<file path="src/crcu_pkg.sv">
// constants, register map and carrier types of the crc32/crc16/lrc checksum unit
// Summary of operation
// - CRC32 uses fixed 32-bit generator polynomial
// - CRC16 takes bytes, polynomial x16+x15+x2+1
// - every calculation finishes in one clock
// - each word write folds into previous result
// - reading data register returns current result
// - back-to-back writes and write-read stay correct
// - reinitialise loads CRC32 result with ones
// - reinitialise bit acts on one, self-clears
// - reinitialise leaves scratch byte untouched
// - scratch byte is plain storage, no CRC
// - CRC16 bit order follows order select
// - clear bit or zero write clears CRC16
// - result write seeds next CRC16, else chains
// - LRC runs alongside CRC16, both readable
// - LRC check value is eight bits wide
// - CRC16 clear is one-cycle, reads zero
// - order 0 feeds MSB first, 1 LSB first
// - each input byte write updates CRC16 result
// - input bytes XOR into LRC; software clears it
package crcu_pkg;

	////////////////////////////////////////////////////////////////////////////
	// register offsets, low eight address bits
	localparam logic [7:0] CRCU_OFF_CRC32_DATA = 8'h00;
	localparam logic [7:0] CRCU_OFF_SCRATCH = 8'h04;
	localparam logic [7:0] CRCU_OFF_CRC32_CTRL = 8'h08;
	localparam logic [7:0] CRCU_OFF_CRC16_CTRL = 8'h0c;
	localparam logic [7:0] CRCU_OFF_CRC16_IN = 8'h10;
	localparam logic [7:0] CRCU_OFF_CRC16_RES = 8'h14;
	localparam logic [7:0] CRCU_OFF_LRC = 8'h18;

	////////////////////////////////////////////////////////////////////////////
	// field positions
	localparam int CRCU_BIT_REINIT = 0;
	localparam int CRCU_BIT_ORDER = 1;
	localparam int CRCU_BIT_CLEAR = 2;

	////////////////////////////////////////////////////////////////////////////
	// reset values and polynomials
	localparam logic [31:0] CRCU_RST_CRC32 = 32'hffffffff;
	localparam logic [7:0] CRCU_RST_BYTE = 8'h00;
	localparam logic [15:0] CRCU_RST_CRC16 = 16'h0000;
	localparam logic [31:0] CRCU_POLY32 = 32'h04c11db7;
	localparam logic [15:0] CRCU_POLY16 = 16'h8005;

	////////////////////////////////////////////////////////////////////////////
	// bus encodings
	localparam logic [2:0] CRCU_SIZE_BYTE = 3'h0;
	localparam logic [2:0] CRCU_SIZE_HALF = 3'h1;
	localparam logic [3:0] CRCU_LANES_ALL = 4'hf;

	// data phase of a write, captured in the address phase
	typedef struct packed {
		logic write;
		logic [7:0] addr;
		logic [3:0] lanes;
	} crcu_acc_t;

endpackage

</file>
<file path="src/crcu_parallel.sv">
// one-clock parallel crc step, msb-first, any crc and data width
`timescale 1ns/1ps
module crcu_parallel #(
	parameter int CW = 32,
	parameter int DW = 32,
	parameter logic [CW-1:0] POLY = '0
) (
	input wire logic [CW-1:0] crcIn, // previous result
	input wire logic [DW-1:0] dataIn, // data, first bit in msb
	output logic [CW-1:0] crcOut // new result
);
	logic [CW-1:0] stage [0:DW];

	assign stage[0] = crcIn;

	// one shift-and-reduce stage per data bit, all unrolled into one cycle
	genvar i;
	generate
		for (i = 0; i < DW; i++)
		begin : gStep
			wire fb = stage[i][CW-1] ^ dataIn[DW-1-i];
			assign stage[i+1] = {stage[i][CW-2:0], 1'b0} ^ (fb ? POLY : '0);
		end
	endgenerate

	assign crcOut = stage[DW];
endmodule

</file>
<file path="src/crcu_top.sv">
// checksum unit: ahb slave, crc32 engine with scratch byte, crc16 engine with lrc
`timescale 1ns/1ps
module crcu_top (
	input wire logic core_clk, // system bus clock
	input wire logic rst_n, // synchronous reset, active low
	input wire logic clkEn, // freezes all state while low
	input wire logic hsel, // slave select
	input wire logic [31:0] haddr, // byte address, low eight bits decoded
	input wire logic [1:0] htrans, // transfer type
	input wire logic hwrite, // write when high
	input wire logic [2:0] hsize, // transfer size
	input wire logic [31:0] hwdata, // write data, data phase
	input wire logic hready, // bus ready in
	output logic [31:0] hrdata, // read data, registered
	output logic hreadyout, // slave ready
	output logic hresp // always okay
);

	////////////////////////////////////////////////////////////////////////////
	// state

	crcu_pkg::crcu_acc_t accQ;
	crcu_pkg::crcu_acc_t accD;
	logic [31:0] crc32Q;
	logic [31:0] crc32D;
	logic [7:0] scratchQ;
	logic [7:0] scratchD;
	logic orderQ;
	logic orderD;
	logic [7:0] inByteQ;
	logic [7:0] inByteD;
	logic [15:0] crc16Q;
	logic [15:0] crc16_result_init;
	logic [7:0] lrcQ;
	logic [7:0] lrcD;
	logic [31:0] hrdataQ;
	logic [31:0] hrdataD;

	////////////////////////////////////////////////////////////////////////////
	// byte-lane selection from size and the two low address bits

	function automatic logic [3:0] laneSel(input logic [2:0] size, input logic [1:0] a);
		logic [3:0] m;
		m = crcu_pkg::CRCU_LANES_ALL;
		if (size == crcu_pkg::CRCU_SIZE_BYTE)
		begin
			m = 4'h1 << a;
		end
		else if (size == crcu_pkg::CRCU_SIZE_HALF)
		begin
			m = a[1] ? 4'hc : 4'h3;
		end
		return m;
	endfunction

	// replace only the enabled byte lanes of a word
	function automatic logic [31:0] mergeLanes(input logic [31:0] old, input logic [31:0] wd,
		input logic [3:0] lanes);
		logic [31:0] r;
		r = old;
		for (int b = 0; b < 4; b++)
		begin
			if (lanes[b])
			begin
				r[8*b +: 8] = wd[8*b +: 8];
			end
		end
		return r;
	endfunction

	////////////////////////////////////////////////////////////////////////////
	// address phase

	// zero wait states: the slave stalls the bus only while frozen
	assign hreadyout = clkEn;
	assign hresp = 1'b0;

	wire addrValid = hsel & htrans[1] & hready;
	wire rdReq = addrValid & ~hwrite;
	// registers are word wide: the two low address bits only pick byte lanes, so 0x15 reaches the result high byte
	wire [7:0] rdAddr = {haddr[7:2], 2'b00};

	always_comb
	begin
		accD.write = addrValid & hwrite;
		accD.addr = {haddr[7:2], 2'b00};
		accD.lanes = laneSel(hsize, haddr[1:0]);
	end

	////////////////////////////////////////////////////////////////////////////
	// data phase write decode

	wire hitData = accQ.write && accQ.addr == crcu_pkg::CRCU_OFF_CRC32_DATA;
	wire hitScratch = accQ.write && accQ.addr == crcu_pkg::CRCU_OFF_SCRATCH;
	wire hitCtrl32 = accQ.write && accQ.addr == crcu_pkg::CRCU_OFF_CRC32_CTRL;
	wire hitCtrl16 = accQ.write && accQ.addr == crcu_pkg::CRCU_OFF_CRC16_CTRL;
	wire hitIn = accQ.write && accQ.addr == crcu_pkg::CRCU_OFF_CRC16_IN;
	wire hitRes = accQ.write && accQ.addr == crcu_pkg::CRCU_OFF_CRC16_RES;
	wire hitLrc = accQ.write && accQ.addr == crcu_pkg::CRCU_OFF_LRC;

	// the crc32 word must arrive whole; narrower writes are dropped
	wire wr32 = hitData && accQ.lanes == crcu_pkg::CRCU_LANES_ALL;
	// only a one written acts; the bit itself is never stored, so it is clear again at once
	wire reinit = hitCtrl32 && accQ.lanes[0] && hwdata[crcu_pkg::CRCU_BIT_REINIT];
	wire clear16 = hitCtrl16 && accQ.lanes[0] && hwdata[crcu_pkg::CRCU_BIT_CLEAR];
	wire feed = hitIn && accQ.lanes[0];

	////////////////////////////////////////////////////////////////////////////
	// engines

	logic [31:0] crc32Calc;
	logic [15:0] crc16Calc;

	crcu_parallel #(
		.CW(32),
		.DW(32),
		.POLY(crcu_pkg::CRCU_POLY32)
	) uCrc32 (
		.crcIn(crc32Q),
		.dataIn(hwdata),
		.crcOut(crc32Calc)
	);

	// reversing the byte turns the msb-first engine into an lsb-first one
	wire [7:0] revByte = {<<{hwdata[7:0]}};
	wire [7:0] byte16 = orderQ ? revByte : hwdata[7:0];

	crcu_parallel #(
		.CW(16),
		.DW(8),
		.POLY(crcu_pkg::CRCU_POLY16)
	) uCrc16 (
		.crcIn(crc16Q),
		.dataIn(byte16),
		.crcOut(crc16Calc)
	);

	////////////////////////////////////////////////////////////////////////////
	// next-state selection

	assign crc32D = reinit ? crcu_pkg::CRCU_RST_CRC32 : wr32 ? crc32Calc : crc32Q;
	assign scratchD = (hitScratch && accQ.lanes[0]) ? hwdata[7:0] : scratchQ;
	assign orderD = (hitCtrl16 && accQ.lanes[0]) ? hwdata[crcu_pkg::CRCU_BIT_ORDER] : orderQ;
	assign inByteD = feed ? hwdata[7:0] : inByteQ;

	// a zero written to the result clears it just as the clear bit does
	wire [31:0] resMerged = mergeLanes({16'h0000, crc16Q}, hwdata, accQ.lanes);
	assign crc16_result_init = clear16 ? crcu_pkg::CRCU_RST_CRC16 :
		feed ? crc16Calc :
		hitRes ? resMerged[15:0] :
		crc16Q;

	// lrc folds every input byte as it arrives, in the same cycle as the crc16
	assign lrcD = feed ? (lrcQ ^ hwdata[7:0]) :
		(hitLrc && accQ.lanes[0]) ? hwdata[7:0] :
		lrcQ;

	////////////////////////////////////////////////////////////////////////////
	// read mux: built from next values so a read right after a write sees the new result

	wire [31:0] rdData32 = crc32D;
	wire [31:0] rdScratch = {24'h000000, scratchD};
	wire [31:0] rdCtrl16 = {29'h0, 1'b0, orderD, 1'b0};
	wire [31:0] rdIn = {24'h000000, inByteD};
	wire [31:0] rdRes = {16'h0000, crc16_result_init};
	wire [31:0] rdLrc = {24'h000000, lrcD};

	always_comb
	begin
		hrdataD = 32'h00000000;
		if (rdReq)
		begin
			case (rdAddr)
				crcu_pkg::CRCU_OFF_CRC32_DATA: hrdataD = rdData32;
				crcu_pkg::CRCU_OFF_SCRATCH: hrdataD = rdScratch;
				crcu_pkg::CRCU_OFF_CRC16_CTRL: hrdataD = rdCtrl16;
				crcu_pkg::CRCU_OFF_CRC16_IN: hrdataD = rdIn;
				crcu_pkg::CRCU_OFF_CRC16_RES: hrdataD = rdRes;
				crcu_pkg::CRCU_OFF_LRC: hrdataD = rdLrc;
				default: hrdataD = 32'h00000000;
			endcase
		end
	end

	assign hrdata = hrdataQ;

	////////////////////////////////////////////////////////////////////////////
	// registers

	always_ff @(posedge core_clk)
	begin
		if (!rst_n)
		begin
			accQ <= '0;
			hrdataQ <= 32'h00000000;
		end
		else if (clkEn)
		begin
			accQ <= accD;
			hrdataQ <= hrdataD;
		end
	end

	always_ff @(posedge core_clk)
	begin
		if (!rst_n)
		begin
			crc32Q <= crcu_pkg::CRCU_RST_CRC32;
			scratchQ <= crcu_pkg::CRCU_RST_BYTE;
		end
		else if (clkEn)
		begin
			crc32Q <= crc32D;
			scratchQ <= scratchD;
		end
	end

	always_ff @(posedge core_clk)
	begin
		if (!rst_n)
		begin
			orderQ <= 1'b0;
			inByteQ <= crcu_pkg::CRCU_RST_BYTE;
			crc16Q <= crcu_pkg::CRCU_RST_CRC16;
			lrcQ <= crcu_pkg::CRCU_RST_BYTE;
		end
		else if (clkEn)
		begin
			orderQ <= orderD;
			inByteQ <= inByteD;
			crc16Q <= crc16_result_init;
			lrcQ <= lrcD;
		end
	end
endmodule

</file>
<file path="config.mk">
export PLATFORM = sky130hd
export DESIGN_NAME = crcu_top
export DESIGN_NICKNAME = d
export VERILOG_FILES = /design/src/crcu_pkg.sv /design/src/crcu_parallel.sv /design/src/crcu_top.sv
export SDC_FILE = /design/constraint.sdc
export NUM_CORES = 1
export LEC_CHECK = 0
export ABC_AREA = 1
export BUFFER_PORTS_ARGS = -buffer_cell sky130_fd_sc_hd__buf_4
export CAP_MARGIN = 0
export CORE_ASPECT_RATIO = 1.25
export CORE_MARGIN = 2
export CORE_UTILIZATION = 61
export CTS_CLUSTER_DIAMETER = 60
export DETAILED_ROUTE_END_ITERATION = 6
export PLACE_DENSITY = 0.82
export SLEW_MARGIN = 25
export SYNTH_ARGS = -nofsm -noshare
export SYNTH_HDL_FRONTEND = slang
export SYNTH_SLANG_ARGS = --single-unit
</file>
<file path="constraint.sdc">
create_clock -name core_clk -period 3.15 [get_ports core_clk]
set_input_delay 0.315 -clock core_clk [delete_from_list [all_inputs] [get_ports core_clk]]
set_output_delay 0.315 -clock core_clk [all_outputs]
set_load 0.005 [all_outputs]
</file>
==> metrics.cfg, run 1 <==
[yosys]
post_synthesis_adder_cell_area_fraction_pct=0
post-synth-top-count-cell=nand2_1
synth_compound_area_share_pct=16.4
synth.mux.area_fraction_pct=0
synth_async_sr_flop_share_pct=0
main_flop_type_after_synthesis=dfxtp_1
synth_simple_gate_area_share_pct=39.8
synth_xor_xnor_area_share_pct=12.6
post-synth-top-area-fraction_pct=22.2
syn_avg_cell_area_um2=5.95
synth_largest_area_cell=dfxtp_1
synth_top_cells_by_area=dfxtp_1, nand2_1, xor2_1
netlist_area_um2=10500
ys_ff_latch=116
synthesis.nets=1835
netlist_instances=1760
synth_enable_flop_cells=0
ys_top_cells_by_count=nand2_1, inv_1, a21oi_1
synth.yosys.seq_area_share_pct=22.2
ys_warn_count=0
synth_cell_type_count=43
dominant_combinational_cell_family_by_area_after_synthesis=simple AND/OR/NAND/NOR gates

[placement]
placement.io_buffers=82
placedInstanceArea_um2=12800
dp_hpwl_mm=31.6
globalplace.congestion=1.04

[clock_tree]
clock_sinks=116
h-tree-depth=4
cts-buffers-inserted=17
cts_hold_buf=0
clockBufferDepth=2
ctsRootBufferMaster=clkbuf_16

[floorplanning]
floorplan.initialDensity_pct=62.2
fp.dieH_um=151
ios=109
chipWidth_um=121
num_rows=53

[global_route]
grt_max_degree=77
grt_pass1_wl_mm=95.1
globalRouteOverflowTotal=2
grt_pass1_vias=16200
grt_use_total_pct=69.5

[status]
failing_step=global routing (5_1_grt)
error_message=[ERROR GRT-0116] Global routing finished with congestion. Check the congestion regions in the DRC Viewer.
outcome=stopped before the end

## cell families after synthesis
family                 after synthesis
AND/OR/NAND/NOR                    931
AO/OA/AOI/OAI                      315
buffers and inverters              249
XOR/XNOR                           148
flip-flops                         116
other                                1
## per-layer routing
layer,GRT usage (%),GRT overflow
met2,90.1,1
met1,68.0,0
met4,65.1,1
met3,52.2,0
met5,32.7,0
## metrics by stage
stage	std cells	setup TNS [ns]	setup WS [ns]	utilization, %
3_3_place_gp	2210	-12.84	-0.364	75.8
2_1_floorplan	1760	0	0.332	-
3_5_place_dp	2210	-16.70	-0.478	75.8
4_1_cts	2296	-2.00	-0.123	91.6
## what timing repair did
action                     4_1_cts
setup buffers                   57
pin swaps                      167
setup endpoints to repair       62
gates resized for setup        411
==> inputs of run 2 (changes only) <==
- CORE_ASPECT_RATIO: 1.25 -> not set
- CORE_UTILIZATION: 61 -> 40
- CTS_CLUSTER_DIAMETER: 60 -> not set
- PLACE_DENSITY: 0.82 -> not set
- PLACE_DENSITY_LB_ADDON: not set -> 0.15
==> run 2 against run 1 <==
The flow now finishes, with violations (DRC, setup timing). Synthesized cell count is the same. Synthesized area is the same.
==> metrics.cfg, run 2 <==
[worst_setup_path]
critPathLaunchType=register
critPathKind=register to register
peak_fanout_along_the_critical_path=4
timing.critical_path.arrival_ns=3.75
crit_required_ns=3.45
worst_setup_end_kind=register

[clock_tree]
clock_tree_from_tritoncts=yes
clockBufferDepth=2  ; unchanged
cts-buffers-inserted=17  ; unchanged
ctsRootBufferMaster=clkbuf_16
h-tree-depth=4  ; unchanged
worst_skew_pair.late_latency_ns=0.43
cts_hold_buf=0  ; unchanged
clock_sinks=116  ; unchanged
clk_pin_slew_ns=0.07

[yosys]
post-synth-top-area-fraction_pct=22.2  ; unchanged
synth_largest_area_cell=dfxtp_1
netlist_area_um2=10500  ; unchanged
synth_top_cells_by_area=dfxtp_1, nand2_1, xor2_1
ys_ff_latch=116  ; unchanged
syn_avg_cell_area_um2=5.95  ; unchanged
ys_top_cells_by_count=nand2_1, inv_1, a21oi_1
main_flop_type_after_synthesis=dfxtp_1
synth.yosys.seq_area_share_pct=22.2  ; unchanged
synth_enable_flop_cells=0  ; unchanged
netlist_instances=1760  ; unchanged
synth_cell_type_count=43  ; unchanged
post-synth-top-count-cell=nand2_1
ys_warn_count=0  ; unchanged
synth_async_sr_flop_share_pct=0  ; unchanged
synthesis.nets=1835  ; unchanged

[global_route]
gr_peak_layer=met2
grt_max_degree=63
grt_pass1_vias=11900
grt_use_total_pct=30.3
grtUsageMet3_pct=4.65
routing_usage_on_met2_pct=50.8
antenna_found_initial=0
globalRouteOverflowTotal=0
gr-usage-met1_pct=37.1
grt_pass1_wl_mm=65.1

[routing]
totalWireLength_mm=47.8
drt-pass1-iter-count=7
detail_route.wl_per_cell_um=19.7
vias_per_cell=5.47
drc=10
antenna_violating_nets_post_route=0
drtIter0Drc=943
num_vias=13200

[status]
outcome=finished with violations
violations_in_the_final_reports=DRC, setup timing

[placement]
placement.io_buffers=82  ; unchanged
placement.setup.worst_slack_ns=-0.606  ; -0.128 ns
globalplace.congestion=0.978  ; -5.9%
dp_hpwl_mm=32.9  ; +4.1%

[timing]
finClkSkew_ns=0.0166
setup_slack_ns=-0.301
finalSetupTns_ns=-4.62
period_share_pct=110
max_freq_mhz=290
fin_hold_ws_ns=0.120
finalMaxSlewViolations=0
tightest_slew_ns=0.778
post-route-min-period_ns=3.45
hold_viol=0
grt_setup_unrepaired=yes
worst_slew_margin_rel_pct=46.8
setup_viol=45

[finish]
n_antenna_cell=0
commonest_non_fill_non_tap_cell_in_the_layout=nand2_1
final_layout_size_suffix_gt1_share_pct=46.2
final_core_utilization_pct=67.1
nets=2147
layout.cells.most_common_list=nand2_1, buf_4, nand2_2
syn2layout_area_growth_pct=65.9

[floorplanning]
placeable_core_region_um2=25900
chipWidth_um=166  ; +37%
fp.dieArea_um2=27500
num_rows=59  ; +11%
fp.dieH_um=166  ; +10%
floorplan.initialDensity_pct=40.4  ; -22 points
ios=109  ; unchanged

[power_and_ir_drop]
worst_ir_drop_vdd_uv=1510
power_density_cells_nw_per_um2=958
leakagePower_nw=8.14

[flow_run]
max_cap_viols=0

[worst_hold_path]
hold_path.class=primary input to register

-- run 2: metrics by stage --
stage	std cells	instance area [um^2]	power (mW)
2_1_floorplan	1760	10500	6.47
5_1_grt	2420	17400	17.4
4_1_cts	2376	14700	12.8
3_5_place_dp	2324	12900	9.68
6_report	2420	17400	16.6
3_3_place_gp	2323	12900	9.66
-- run 2: power breakdown --
group	total [mW]	internal [mW]	switching, mW
sequential	1.60	1.54	0.0659
clock	1.87	1.05	0.825
combinational	13.2	5.57	7.59
total	16.6	8.16	8.49
-- run 2: final timing paths --
path                    from    endpoint  slack [ns]  depth (start not counted)
setup / recovery  crc32Q[22]  crc32Q[27]       -0.30                         22
hold reg to reg   hrdata[31]  hrdata[31]        0.46                          2
setup reg to reg  crc32Q[22]  crc32Q[27]       -0.30                         22
hold / removal      haddr[6]    accQ[10]        0.12                          3
-- run 2: logic make-up (layout without fill, tap and decap cells) --
kind of cell           Yosys count  in the layout  share of synthesized area (%)
AO/OA/AOI/OAI                  315            315                           16.4
flip-flops                     116            116                           22.2
other                            1              1                         0.0358
XOR/XNOR                       148            148                           12.6
buffers and inverters          249            574                           9.02
AND/OR/NAND/NOR                931            931                           39.8
-- run 2: area by class of cell --
cell class,count,area (um^2)
clock buffer,18,439
clock inverter,14,119
timing repair buffer,351,2900
tap,335,419
multi-input combinational,1395,10400
fill,2061,8530
inverter,191,787
sequential,116,2350
-- run 2: critical path, cell delays in order, from the launching register on --
cell and delay, ns:
dfxtp_4 0.37, nand2_4 0.08, inv_2 0.04, nor2_4 0.16
nand2_4 0.10, nand2_1 0.09, nand3_2 0.14, nand2_4 0.12
nand2_4 0.06, nand2_4 0.07, buf_6 0.13, buf_6 0.11
buf_4 0.11, xor2_2 0.18, buf_4 0.17, xor2_1 0.32
xor2_1 0.36, nand2_1 0.11, nand2_1 0.08, o21ai_1 0.07
buf_4 0.16, a21oi_1 0.17, o21ai_1 0.09
-- run 2: what timing repair did --
| item | in CTS | in global routing |
|---|---|---|
| endpoints found under the setup margin | 63 | 63 |
| resized for setup | 273 | 491 |
| buffers inserted | 21 | 48 |
| pin swaps | 95 | 218 |
| gates cloned | 0 | 0 |
-- run 2: per-layer routing --
layer	vias up	wire, um
li1	6247	-
met4	0	3580
met1	6275	18300
met3	192	2990
met2	528	22900
met5	-	0
Note: power is estimated with default switching activity, not from simulation.
==> inputs of run 3 (changes only) <==
- ABC_AREA: 1 -> not set
==> run 3 against run 2 <==
The run ends with setup timing left. Setup slack improved by 0.027 ns. Final cell count fell by 35%. First-iteration DRC count down 21%. Fmax up 0.80%. Register-to-register slack better by 0.03 ns. Die area down 12%.
==> metrics.cfg, run 3 <==
[status]
outcome=finished with violations
violations_in_the_final_reports=setup timing

[yosys]
post-synth-top-area-fraction_pct=25.2  ; +3.0 points
synthesis.nets=1078  ; -41%
ys_ff_latch=116  ; unchanged
dominant_combinational_cell_family_by_area_after_synthesis=XOR/XNOR gates
ys_warn_count=0  ; unchanged
synth_largest_area_cell=dfxtp_1
netlist_area_um2=9220  ; -12%
synth_xor_xnor_area_share_pct=38.5  ; +26 points
synth_compound_area_share_pct=14.3  ; -2.1 points
synth_simple_gate_area_share_pct=11.9  ; -28 points
syn_avg_cell_area_um2=9.19  ; +54%
ys_top_cells_by_count=xnor2_1, dfxtp_1, nand2_1
post-synth-top-count-cell=xnor2_1
synth.mux.area_fraction_pct=7.52  ; +7.5 points
synth_top_cells_by_area=dfxtp_1, xnor2_1, xnor3_1
netlist_instances=1003  ; -43%
synth_enable_flop_cells=0  ; unchanged
main_flop_type_after_synthesis=dfxtp_1
post_synthesis_adder_cell_area_fraction_pct=0  ; unchanged
synth_cell_type_count=56  ; +30%
synth_async_sr_flop_share_pct=0  ; unchanged
synth.yosys.seq_area_share_pct=25.2  ; +3.0 points

[worst_setup_path]
worst_setup_end_kind=register
crit_required_ns=3.46  ; about the same
peak_fanout_along_the_critical_path=5  ; +1
timing.critical_path.arrival_ns=3.74  ; about the same
critPathLaunchType=register
critPathKind=register to register

[timing]
max_freq_mhz=292  ; +0.80%
setup_viol=56  ; +24%
finalMaxSlewViolations=0  ; unchanged
period_share_pct=109  ; -0.87 points
grt_setup_unrepaired=yes
worst_slew_margin_rel_pct=49.0  ; +2.1 points
post-route-min-period_ns=3.42  ; -0.0274 ns
setup_slack_ns=-0.273  ; +0.0274 ns
finClkSkew_ns=0.00764  ; -0.00893 ns
tightest_slew_ns=0.760  ; -0.0179 ns
finalSetupTns_ns=-6.48  ; -1.86 ns
hold_viol=0  ; unchanged

[clock_tree]
clock_tree_from_tritoncts=yes
h-tree-depth=4  ; unchanged
worst_skew_pair.late_latency_ns=0.42  ; about the same
cts-buffers-inserted=17  ; unchanged
clockBufferDepth=2  ; unchanged
cts_hold_buf=0  ; unchanged
ctsRootBufferMaster=clkbuf_16
clk_pin_slew_ns=0.06  ; about the same
clock_sinks=116  ; unchanged

[routing]
drtIter0Drc=744  ; -21%
drt-pass1-iter-count=5  ; -2
antenna_violating_nets_post_route=0  ; unchanged
vias_per_cell=5.44  ; -0.67%
detail_route.wl_per_cell_um=21.2  ; +7.3%
drc=0  ; -10
num_vias=8582  ; -35%
totalWireLength_mm=33.5  ; -30%

[placement]
dp_hpwl_mm=24.6  ; -25%
place.detailed.instances=1521  ; -35%
globalplace.congestion=0.932  ; -4.7%
placedInstanceArea_um2=11800  ; -8.6%
placement.io_buffers=82  ; unchanged

[finish]
final_layout_size_suffix_gt1_share_pct=41.1  ; -5.1 points
nets=1356  ; -37%
final.fill_count=1832  ; -11%
n_antenna_cell=0  ; unchanged
instances_no_fill=1579  ; -35%
layout.cells.most_common_list=buf_4, nand2_1, dfxtp_1
syn2layout_area_growth_pct=51.1
commonest_non_fill_non_tap_cell_in_the_layout=buf_4
final_cell_area_um2=13900  ; -20%

[worst_hold_path]
hold_path.class=primary input to register

[global_route]
grt_use_total_pct=27.7  ; -2.6 points
grt_max_degree=44  ; -30%
grt_pass1_vias=8465  ; -29%
globalRouteOverflowTotal=0  ; unchanged
grt_pass1_wl_mm=50.4  ; -23%
antenna_found_initial=0  ; unchanged

[floorplanning]
chipWidth_um=156  ; -6.0%
placeable_core_region_um2=22600  ; -13%
fp.dieArea_um2=24300  ; -12%
floorplan.initialDensity_pct=40.7  ; +0.30 points
fp.dieH_um=156  ; -6.0%
num_rows=55  ; -6.8%
ios=109  ; unchanged

[flow_run]
max_cap_viols=0  ; unchanged

run 3: logic make-up after synthesis:
logic type             Yosys count
buffers and inverters           61
XOR/XNOR                       289
flip-flops                     116
multiplexers                    69
AO/OA/AOI/OAI                  212
other                            1
AND/OR/NAND/NOR                255
run 3: worst max-delay path, stage by stage, from the launching register on:
cell and delay [ns]:
dfxtp_2 0.33, xnor2_2 0.14, buf_4 0.15, xnor3_2 0.49
buf_4 0.17, xor2_1 0.17, xnor2_1 0.28, xnor3_2 0.59
xor2_4 0.21, xnor2_4 0.32, xnor2_2 0.14, a32oi_1 0.23
nand2_1 0.07
run 3: timing repair:
action | CTS | global route
gates cloned | 0 | 0
buffers inserted | 27 | 10
gates resized for setup | 135 | 72
endpoints found under the setup margin | 63 | 64
endpoints found under the hold margin | 0 | 0
pin swaps | 85 | 46
run 3: worst paths after layout:
path | endpoint | slack [ns] | depth (start not counted) | from
worst min-delay path | accQ[9] | 0.16 | 3 | haddr[5]
worst min register to register | hrdata[21] | 0.44 | 2 | hrdata[21]
worst max-delay path | hrdata[11] | -0.27 | 12 | crc32Q[20]
worst max register to register | hrdata[11] | -0.27 | 12 | crc32Q[20]
run 3: through the flow:
| step | hold WS (ns) | utilization [%] | worst slack (ns) |
|---|---|---|---|
| finish | 0.160 | 61.5 | -0.273 |
| global route | 0.180 | 61.5 | -0.365 |
| CTS | 0.151 | 59.3 | -0.201 |
| detailed placement | 0.438 | 52.1 | -0.414 |
| global placement | 0.432 | 52.1 | -0.449 |
| floorplan | 0.435 | - | -0.0405 |
run 3: layout make-up:
type	instances	area, um^2	area share (%)
clock inverter	12	153	1.10
tap	285	357	2.56
sequential	116	2350	16.9
timing repair buffer	314	2540	18.3
inverter	6	22.5	0.162
clock buffer	20	457	3.28
multi-input combinational	826	8050	57.8
run 3: metal layers:
| layer | GRT usage, % | part of all wire (%) |
|---|---|---|
| met1 | 40.6 | 46 |
| met2 | 43.0 | 46 |
| met3 | 4.86 | 5.8 |
| met4 | 5.59 | 1.4 |
| met5 | 0 | 0 |
Power of run 3 is left out: the tool's default activity adds up to more than one toggle a clock period on the data nets, which glitch-free logic cannot reach.
==> inputs of run 4 (changes only) <==
- BUFFER_PORTS_ARGS: -buffer_cell sky130_fd_sc_hd__buf_4 -> -buffer_cell sky130_fd_sc_hd__clkbuf_2
- CORE_UTILIZATION: 40 -> 60
==> run 4 against run 3 <==
The flow now stops in global routing (5_1_grt). Synthesized area stayed put. Synthesized cell count stayed put.
==> metrics.cfg, run 4 <==
[clock_tree]
h-tree-depth=4  ; unchanged
clockBufferDepth=2  ; unchanged
clock_sinks=116  ; unchanged
ctsRootBufferMaster=clkbuf_16
cts-buffers-inserted=17  ; unchanged
cts_hold_buf=0  ; unchanged

[floorplanning]
fp.dieH_um=128  ; -18%
ios=109  ; unchanged
num_rows=45  ; -18%
chipWidth_um=128  ; -18%
floorplan.initialDensity_pct=61.1  ; +20 points

[status]
failing_step=global routing (5_1_grt)
outcome=stopped before the end
error_message=[ERROR GRT-0232] Routing congestion too high. Check the congestion heatmap in the GUI.

[yosys]
syn_avg_cell_area_um2=9.19  ; unchanged
synth_cell_type_count=56  ; unchanged
synth.yosys.seq_area_share_pct=25.2  ; unchanged
synth_largest_area_cell=dfxtp_1
synthesis.nets=1078  ; unchanged
ys_ff_latch=116  ; unchanged
synth_top_cells_by_area=dfxtp_1, xnor2_1, xnor3_1
netlist_instances=1003  ; unchanged
synth_async_sr_flop_share_pct=0  ; unchanged
ys_warn_count=0  ; unchanged
synth_enable_flop_cells=0  ; unchanged
post-synth-top-area-fraction_pct=25.2  ; unchanged
main_flop_type_after_synthesis=dfxtp_1
netlist_area_um2=9220  ; unchanged
ys_top_cells_by_count=xnor2_1, dfxtp_1, nand2_1
post-synth-top-count-cell=xnor2_1

[placement]
placement.io_buffers=82  ; unchanged
placedInstanceArea_um2=11400  ; -3.4%
dp_hpwl_mm=22.6  ; -8.3%
globalplace.congestion=0.963  ; +3.3%

[global_route]
grt_max_degree=51
globalRouteOverflowTotal=54
grt_use_total_pct=72.5

[timing]
timing.worst_endpoint.kind=register input
worstEndpointGrtRepair=hrdata[11]$_SDFFE_PN0P_/D

==> run 4: kinds of logic after synthesis <==
logic type,after synthesis,synth area share [%]
and+or+nand+nor,255,11.9
muxes,69,7.52
AOI/OAI and AO/OA,212,14.3
other,1,0.0407
DFF,116,25.2
buffers and inverters,61,2.56
xor gates and xnor gates,289,38.5
==> run 4: timing repair <==
item	in CTS
pin swaps	50
gates resized for setup	121
buffers inserted	35
endpoints found under the setup margin	62
==> run 4: stage by stage <==
step / setup TNS [ns] / cells / setup WS [ns]
2_1_floorplan: -0.0934 / 1003 / -0.0405
3_3_place_gp: -15.20 / 1413 / -0.400
3_5_place_dp: -16.29 / 1413 / -0.440
4_1_cts: -7.79 / 1479 / -0.245
==> run 4: routing by layer <==
layer / GRT overflow / GRT usage [%]
met1: 0 / 73.7
met2: 18 / 89.2
met3: 2 / 56.6
met4: 33 / 70.7
met5: 1 / 18.3
